File: config.mk
export PLATFORM = sky130hd
export DESIGN_NAME = fcp_offset_regs
export DESIGN_NICKNAME = d
export VERILOG_FILES = /design/src/design/fcp_pkg.sv /design/src/design/fcp_serial_cnt.sv /design/src/design/fcp_offset_regs.sv
export SDC_FILE = /design/constraint.sdc
export NUM_CORES = 1
export LEC_CHECK = 0
export ABC_CLOCK_PERIOD_IN_PS = 3200
export BUFFER_PORTS_ARGS = -buffer_cell sky130_fd_sc_hd__buf_4
export CORE_ASPECT_RATIO = 1.2
export CORE_MARGIN = 4
export CORE_UTILIZATION = 49
export CTS_CLUSTER_DIAMETER = 100
export DETAILED_ROUTE_END_ITERATION = 16
export PLACE_DENSITY = 0.75
export SETUP_SLACK_MARGIN = 0.02
export SLEW_MARGIN = 20
export SYNTH_ARGS = -nofsm -noshare
export SYNTH_HDL_FRONTEND = slang
export SYNTH_SLANG_ARGS = --single-unit
File: constraint.sdc
create_clock -name clock -period 3.2 [get_ports clock]
set_input_delay 0 -clock clock [delete_from_list [all_inputs] [get_ports clock]]
set_output_delay 0 -clock clock [all_outputs]
set_load 0.005 [all_outputs]
File: src/design/fcp_pkg.sv
// Shared constants and types for the flag offset programming block
package fcp_pkg;

  // ----------------------------------------------------------------
  // Sizes and layout
  // ----------------------------------------------------------------
  localparam int OFS_W       = 15;           // Offset bits at the deepest option
  localparam int DATA_W      = 36;           // Widest data bus
  localparam int LANES_WIDE  = 16;           // Offset bits per transfer on x36/x18
  localparam int LANES_X9    = 8;            // Offset bits per transfer on x9
  localparam int PARITY_LINE = 8;            // Ninth data line, skipped with interspersed parity
  localparam logic [1:0] PTR_FIRST     = 2'h0;
  localparam logic [1:0] PTR_LAST_X36  = 2'h1;  // Two transfers: empty, full
  localparam logic [1:0] PTR_LAST_NARR = 2'h3;  // Four transfers: two parts of each
  localparam logic [OFS_W-1:0] OFS_RESET = 15'h007f;  // Default offset after master reset

  // ----------------------------------------------------------------
  // Types
  // ----------------------------------------------------------------
  typedef enum logic [1:0] {
    FCP_BW36 = 2'h0,
    FCP_BW18 = 2'h1,
    FCP_BW9  = 2'h2
  } fcp_bw_e;

  // Host strobes, all active low except the serial data bit
  typedef struct packed {
    logic offset_load_select_n;
    logic serial_program_enable_n;
    logic write_enable_n;
    logic read_enable_n;
    logic serial_data;
  } fcp_ctl_s;

  // Straps caught while master reset is held
  typedef struct packed {
    logic    serial_mode;
    fcp_bw_e bus_width;
    logic    interspersed;
  } fcp_strap_s;

endpackage

File: src/design/fcp_serial_cnt.sv
// Serial bit counter that walks both offset registers in one sequence
`timescale 1ns/1ps
`default_nettype none

module fcp_serial_cnt #(
  parameter int LEN   = 30,
  parameter int CNT_W = $clog2(LEN)
) (
  // Clock and reset
  input  wire logic             clock,
  input  wire logic             rst,
  // Control
  input  wire logic             clear,
  input  wire logic             step,
  // State
  output logic [CNT_W-1:0]      count,
  output logic                  at_last
);

  localparam logic [CNT_W-1:0] LAST = CNT_W'(LEN - 1);

  logic [CNT_W-1:0] count_ff;

  // Bit index; wraps so a new sequence always restarts at the empty LSB
  always_ff @(posedge clock or posedge rst) begin
    if (rst) begin
      count_ff <= '0;
    end else if (clear) begin
      count_ff <= '0;                                    // [RULE17]
    end else if (step) begin
      count_ff <= (count_ff == LAST) ? '0 : count_ff + 1'b1;  // [RULE6] [RULE8]
    end
  end

  assign count   = count_ff;
  assign at_last = (count_ff == LAST);                    // [RULE17]

endmodule // fcp_serial_cnt

`default_nettype wire

File: src/design/fcp_offset_regs.sv
// Programmable flag offset registers with serial and parallel load paths
// Notes on behaviour
// RULE1 - Both selects low: one serial bit per edge
// RULE2 - Serial order: empty LSB first, full MSB last
// RULE3 - Host shifts twice the offset width per sequence
// RULE4 - Offset width set by depth, 10 to 15
// RULE5 - Lines past significant bits ignored on write
// RULE6 - Serial load always covers both registers
// RULE7 - Flags invalid until serial sequence completes
// RULE8 - Serial reprogramming allowed any number of times
// RULE9 - Select low, enable high: no serial write
// RULE10 - x36: empty then full, whole each
// RULE11 - Interspersed parity skips ninth line, shifts upper bits
// RULE12 - x18: lower empty part first, same placement
// RULE13 - x9: two byte parts per register, low first
// RULE14 - Parallel writes walk parts, wrap to empty
// RULE15 - Separate pointers, master reset clears both
// RULE16 - Host may pause serial load, resumes in sequence
// RULE17 - Internal bit counter selects bit, flags completion
`timescale 1ns/1ps
`default_nettype none

module fcp_offset_regs #(
  parameter int               OFS_W     = fcp_pkg::OFS_W,   // [RULE4]
  parameter int               DATA_W    = fcp_pkg::DATA_W,
  parameter logic [OFS_W-1:0] OFS_RESET = fcp_pkg::OFS_RESET
) (
  // Clock and reset
  input  wire logic                clock,
  input  wire logic                rst,
  // Pins from the host
  input  wire logic                master_reset_n,
  input  wire fcp_pkg::fcp_strap_s straps,
  input  wire fcp_pkg::fcp_ctl_s   pins,
  input  wire logic [DATA_W-1:0]   input_word,
  // Register contents and status
  output logic [DATA_W-1:0]        output_word,
  output logic [OFS_W-1:0]         empty_side_offset,
  output logic [OFS_W-1:0]         full_side_offset,
  output logic                     offsets_valid,
  output logic                     serial_mode
);
  import fcp_pkg::*;

  localparam int SER_LEN = 2 * OFS_W;                        // [RULE3]
  localparam int CNT_W   = $clog2(SER_LEN);

  // ----------------------------------------------------------------
  // Helpers
  // ----------------------------------------------------------------
  // Data line for offset bit k of one part; parity line skipped on wide buses with interspersed parity
  function automatic int line_of(input int k, input logic isp, input fcp_bw_e bw);
    line_of = (isp && bw != FCP_BW9 && k >= PARITY_LINE) ? k + 1 : k;  // [RULE11]
  endfunction

  function automatic int lanes_of(input fcp_bw_e bw);
    lanes_of = (bw == FCP_BW9) ? LANES_X9 : LANES_WIDE;     // [RULE13]
  endfunction

  // Merge one transfer into a register; lines past the offset are dropped
  function automatic logic [OFS_W-1:0] unpack(input logic [OFS_W-1:0] cur, input logic [DATA_W-1:0] w,
                                               input logic part, input fcp_bw_e bw, input logic isp);
    int k;
    unpack = cur;
    for (int b = 0; b < OFS_W; b++) begin
      k = b - (part ? lanes_of(bw) : 0);
      if (k >= 0 && k < lanes_of(bw)) begin
        unpack[b] = w[line_of(k, isp, bw)];                   // [RULE5] [RULE12]
      end
    end
  endfunction

  // Place one part of a register on the data lines, unused lines low
  function automatic logic [DATA_W-1:0] pack(input logic [OFS_W-1:0] v, input logic part,
                                             input fcp_bw_e bw, input logic isp);
    int k;
    pack = '0;
    for (int b = 0; b < OFS_W; b++) begin
      k = b - (part ? lanes_of(bw) : 0);
      if (k >= 0 && k < lanes_of(bw)) begin
        pack[line_of(k, isp, bw)] = v[b];                     // [RULE10] [RULE12] [RULE13]
      end
    end
  endfunction

  function automatic logic [1:0] ptr_last(input fcp_bw_e bw);
    ptr_last = (bw == FCP_BW36) ? PTR_LAST_X36 : PTR_LAST_NARR;
  endfunction

  function automatic logic [1:0] ptr_next(input logic [1:0] p, input fcp_bw_e bw);
    ptr_next = (p == ptr_last(bw)) ? PTR_FIRST : p + 2'h1;   // [RULE14]
  endfunction

  // Register select (0 empty, 1 full) and part select for a pointer value
  function automatic logic ptr_reg(input logic [1:0] p, input fcp_bw_e bw);
    ptr_reg = (bw == FCP_BW36) ? p[0] : p[1];
  endfunction

  function automatic logic ptr_part(input logic [1:0] p, input fcp_bw_e bw);
    ptr_part = (bw == FCP_BW36) ? 1'b0 : p[0];
  endfunction

  // ----------------------------------------------------------------
  // Pin synchronisers
  // ----------------------------------------------------------------
  fcp_ctl_s          ctl_meta_ff,  ctl_ff;
  fcp_strap_s        strap_meta_ff, strap_sync_ff;
  logic              mr_meta_ff,   mr_ff;
  logic [DATA_W-1:0] word_meta_ff, word_ff;

  // Two stages on every pin; only the second stage feeds logic
  always_ff @(posedge clock or posedge rst) begin
    if (rst) begin
      ctl_meta_ff   <= '1;
      ctl_ff        <= '1;
      strap_meta_ff <= '0;
      strap_sync_ff <= '0;
      mr_meta_ff    <= 1'b0;
      mr_ff         <= 1'b0;
      word_meta_ff  <= '0;
      word_ff       <= '0;
    end else begin
      ctl_meta_ff   <= pins;
      ctl_ff        <= ctl_meta_ff;
      strap_meta_ff <= straps;
      strap_sync_ff <= strap_meta_ff;
      mr_meta_ff    <= master_reset_n;
      mr_ff         <= mr_meta_ff;
      word_meta_ff  <= input_word;
      word_ff       <= word_meta_ff;
    end
  end

  // ----------------------------------------------------------------
  // Mode straps, caught only during master reset
  // ----------------------------------------------------------------
  fcp_strap_s strap_ff;
  logic       mr_active;

  assign mr_active = !mr_ff;

  always_ff @(posedge clock or posedge rst) begin
    if (rst) begin
      strap_ff <= '0;
    end else if (mr_active) begin
      strap_ff <= strap_sync_ff;
    end
  end

  // ----------------------------------------------------------------
  // Access decode
  // ----------------------------------------------------------------
  logic ser_step;
  logic par_wr;
  logic par_rd;

  // A pause on either select simply holds the counter in place
  assign ser_step = !mr_active && strap_ff.serial_mode && !ctl_ff.offset_load_select_n
                    && !ctl_ff.serial_program_enable_n;         // [RULE1] [RULE9] [RULE16]
  assign par_wr   = !mr_active && !strap_ff.serial_mode && !ctl_ff.offset_load_select_n
                    && !ctl_ff.write_enable_n;                  // [RULE14]
  // Reads are open in either programming method
  assign par_rd   = !mr_active && !ctl_ff.offset_load_select_n && !ctl_ff.read_enable_n;

  // ----------------------------------------------------------------
  // Serial bit counter
  // ----------------------------------------------------------------
  logic [CNT_W-1:0] ser_cnt;
  logic             ser_last;

  fcp_serial_cnt #(
    .LEN   (SER_LEN),
    .CNT_W (CNT_W)
  ) u_serial_cnt (
    .clock   (clock),
    .rst     (rst),
    .clear   (mr_active),
    .step    (ser_step),
    .count   (ser_cnt),
    .at_last (ser_last)
  );

  // ----------------------------------------------------------------
  // Offset pointers
  // ----------------------------------------------------------------
  logic [1:0] wr_ptr_ff;
  logic [1:0] rd_ptr_ff;

  // Partial reset has no path here, so it cannot move either pointer
  always_ff @(posedge clock or posedge rst) begin
    if (rst) begin
      wr_ptr_ff <= PTR_FIRST;
    end else if (mr_active) begin
      wr_ptr_ff <= PTR_FIRST;                                  // [RULE15]
    end else if (par_wr) begin
      wr_ptr_ff <= ptr_next(wr_ptr_ff, strap_ff.bus_width);    // [RULE14]
    end
  end

  always_ff @(posedge clock or posedge rst) begin
    if (rst) begin
      rd_ptr_ff <= PTR_FIRST;
    end else if (mr_active) begin
      rd_ptr_ff <= PTR_FIRST;                                  // [RULE15]
    end else if (par_rd) begin
      rd_ptr_ff <= ptr_next(rd_ptr_ff, strap_ff.bus_width);
    end
  end

  // ----------------------------------------------------------------
  // Offset storage: {full, empty}
  // ----------------------------------------------------------------
  logic [2*OFS_W-1:0] ofs_ff;
  logic               wsel;

  assign wsel = ptr_reg(wr_ptr_ff, strap_ff.bus_width);

  always_ff @(posedge clock or posedge rst) begin
    if (rst) begin
      ofs_ff <= {OFS_RESET, OFS_RESET};
    end else if (mr_active) begin
      ofs_ff <= {OFS_RESET, OFS_RESET};
    end else if (ser_step) begin
      ofs_ff[ser_cnt] <= ctl_ff.serial_data;                   // [RULE1] [RULE2]
    end else if (par_wr && wsel) begin
      ofs_ff[2*OFS_W-1:OFS_W] <= unpack(ofs_ff[2*OFS_W-1:OFS_W], word_ff,
                                        ptr_part(wr_ptr_ff, strap_ff.bus_width),
                                        strap_ff.bus_width, strap_ff.interspersed);
    end else if (par_wr) begin
      ofs_ff[OFS_W-1:0] <= unpack(ofs_ff[OFS_W-1:0], word_ff,
                                  ptr_part(wr_ptr_ff, strap_ff.bus_width),
                                  strap_ff.bus_width, strap_ff.interspersed);
    end
  end

  // Flags are untrustworthy from the first loaded bit until the set is whole
  logic valid_ff;

  always_ff @(posedge clock or posedge rst) begin
    if (rst) begin
      valid_ff <= 1'b1;
    end else if (mr_active) begin
      valid_ff <= 1'b1;
    end else if (ser_step) begin
      valid_ff <= ser_last;                                    // [RULE7]
    end else if (par_wr) begin
      valid_ff <= (wr_ptr_ff == ptr_last(strap_ff.bus_width));
    end
  end

  // ----------------------------------------------------------------
  // Parallel read; overwrites whatever word stood on the output
  // ----------------------------------------------------------------
  logic [DATA_W-1:0] out_ff;
  logic [OFS_W-1:0]  rd_val;

  assign rd_val = ptr_reg(rd_ptr_ff, strap_ff.bus_width) ? ofs_ff[2*OFS_W-1:OFS_W] : ofs_ff[OFS_W-1:0];

  always_ff @(posedge clock or posedge rst) begin
    if (rst) begin
      out_ff <= '0;
    end else if (par_rd) begin
      out_ff <= pack(rd_val, ptr_part(rd_ptr_ff, strap_ff.bus_width),
                     strap_ff.bus_width, strap_ff.interspersed);  // [RULE10] [RULE11]
    end
  end

  assign output_word       = out_ff;
  assign empty_side_offset = ofs_ff[OFS_W-1:0];
  assign full_side_offset  = ofs_ff[2*OFS_W-1:OFS_W];
  assign offsets_valid     = valid_ff;
  assign serial_mode       = strap_ff.serial_mode;
endmodule // fcp_offset_regs

`default_nettype wire

==> flow_summary.ini <==
[min_path]
min_from = pins[4]
hold_depth = 2
hold_path_class = input port to flip-flop
whs_endpoint = ctl_meta_ff[4]

[place]
portBuffers = 95
place_inst = 756
dpl_cell_area_um2 = 6800
hpwl_um = 10900
routabilityCongestion = 0.973

[setup_path]
critPathCaptureType = flip-flop
r2r_slack_ns = 0.28
cp_max_fo = 10
crit_arrival_ns = 3.22
crit_required_ns = 3.50
reg2reg_from = strap_ff[1]
cp-start-kind = flip-flop
reg2reg_depth = 9
reg2reg_to = output_word[12]
crit_type = flip-flop to flip-flop

[floorplanning]
initial_core_util = 0.507
num_io_pins = 116
die_height_um = 129
num_rows = 43
die_w_um = 109
fp.dieArea_um2 = 14000
core_um2 = 11700

[sta]
fmax_ghz = 0.342
final.setup.tns_ns = 0
final.min_clock_period_ns = 2.92
finalMaxSlewViolations = 0
rsz0062_at_grt = no
tightestPinTransition_ns = 0.731
hold_ws_ns = 0.230
finalCritPeriodShare = 0.914
hold_viol_final = 0
finClkSkew_ns = 0.00643
setup_violations = 0
relSlewSlack = 0.512

[cells_and_area]
fin_area_um2 = 7660
instances_no_fill = 815
area_delta_synth_final_pct = 29.0
drive_above_1_share = 0.324
layout.nets = 701
most-common-layout-cells = buf_4, dfrtp_1, nand2_1
n_antenna_cell = 0

[clocking]
cts_sinks = 130
ctsLongestPathBuffers = 2
clock_latency_ns = 0.41
clk_pin_slew_ns = 0.06
htree_num_levels = 4
cts_tree = done
cts_buffers = 17
post_cts_resized = 0
cts_root_buf = clkbuf_16

[yosys]
ys.flop_type = dfrtp_1
syn_avg_cell_area_um2 = 11.3
synth_area_leaders = dfrtp_1, dfstp_2, mux2_2, mux2i_1, a21oi_1
synth_cells = 526
synth_seq_cells = 130
synth_nets = 582
yosys_warnings = 0
yosysSeqAreaShare = 0.553
synth_edf_count = 0
synth_largest_area_cell = dfrtp_1
synthArstFlopShare = 1.00
synth_top_area_share = 0.442
ys_types = 61
syn_area_um2 = 5940

[drt]
drtIter0Drc = 324
vias_per_cell = 5.75
wirelength_um = 15300
dr.pass1.iters = 6
drc = 0
num_vias = 4689
ant_nets = 0
wire_per_inst_um = 18.7

[power_and_ir_drop]
static-leakage-power_uw = 0.00345
power_uw = 4480
vdd_drop_max_mv = 0.390
power_density_nw_per_um2 = 585

[global_routing]
grt.total_usage = 0.226
overflow = 0
grt_pass1_wl_um = 24200
antenna_found_initial = 0
grt_pass1_vias = 4626
grt_max_degree = 131

[run_status]
status = completed

[flow_run]
maxCapViolations = 0
-- flip-flops by register name, indices dropped and copies added, names as in the netlist --
| register | count |
|---|---|
| u_serial_cnt.count | 5 |
| output_word | 34 |
| mr_meta_ff | 1 |
| strap_sync_ff | 4 |
| wr_ptr_ff | 2 |
| strap_ff | 3 |
| word_meta_ff | 16 |
| ctl_ff | 5 |
| strap_meta_ff | 4 |
| offsets_valid | 1 |
| ofs_ff | 30 |
| ctl_meta_ff | 5 |
| mr_ff | 1 |
| serial_mode | 1 |
| word_ff | 16 |
| rd_ptr_ff | 2 |
-- layer usage --
metal	GRT usage	wire, um
met1	0.283	6350
met2	0.383	7840
met3	0.0432	743
met4	0.0914	319
met5	0	0
-- critical path: stages (launching register included) --
cell	delay (ns)
dfrtp_1	0.48
or2_1	0.36
nand2_1	0.20
inv_1	0.13
ha_1	0.40
nor2b_1	0.39
a21oi_1	0.12
o21ai_0	0.32
o22ai_1	0.16
o221a_2	0.25
-- metrics by stage --
stage,util,worst slack [ns]
6_report,0.654,0.276
5_1_grt,0.654,0.134
4_1_cts,0.654,0.297
3_5_place_dp,0.580,0.332
3_3_place_gp,0.580,0.452
2_1_floorplan,-,0.716
-- cells in the mapped netlist (3+ instances only) --
library cell / instances
a21oi_1: 36
a31oi_1: 9
and2_1: 20
buf_2: 6
buf_4: 4
clkbuf_1: 22
dfrtp_1: 105
dfstp_2: 25
ha_1: 8
inv_1: 10
mux2_2: 32
mux2i_1: 31
nand2_1: 43
nand2b_1: 6
nand3_1: 20
nor2_1: 25
nor2b_1: 4
nor3_1: 6
o211ai_1: 4
o21a_1: 9
o21ai_0: 30
o221a_2: 6
o22ai_1: 6
o31ai_1: 10
o32ai_1: 3
or3_1: 4
-- report_power, final --
group | total [uW] | switching (uW) | internal, uW
Clock | 1920 | 746 | 1180
Sequential | 1900 | 106 | 1800
Combinational | 654 | 317 | 337
Total | 4480 | 1170 | 3310
-- worst max-delay path by stage --
stage                           start         endpoint  slack, ns  depth (start not counted)
after floorplan           strap_ff[1]   output_word[5]       0.72                         12
after global placement    strap_ff[1]  output_word[10]       0.45                          8
after detailed placement  strap_ff[1]  output_word[12]       0.33                          9
after CTS                 strap_ff[1]  output_word[12]       0.30                          9
after global routing      strap_ff[1]   output_word[5]       0.13                          9
final                     strap_ff[1]  output_word[12]       0.28                          9
-- cell type report --
| class | count | area [um2] |
|---|---|---|
| clock buffer | 18 | 439 |
| multi-input combinational | 353 | 2470 |
| tap | 157 | 196 |
| clock inverter | 14 | 155 |
| timing repair buffer | 133 | 1080 |
| inverter | 10 | 41.3 |
| sequential | 130 | 3280 |
| fill | 936 | 4060 |
-- timing repair --
item | CTS | global route
hold buffers | 27 | 0
setup buffers | 0 | 0
endpoints found under the hold margin | 131 | 0
endpoints found under the setup margin | 0 | 0
-- logic make-up after synthesis --
group           after synthesis  share of synthesized area
fa+ha+maj                     8                     0.0168
simple gates                139                      0.116
xor+xnor                      2                    0.00295
mux                          63                      0.113
buf+inv                      43                     0.0322
flops                       130                      0.553
compound gates              141                      0.166
Power figures use the tool's default switching activity.
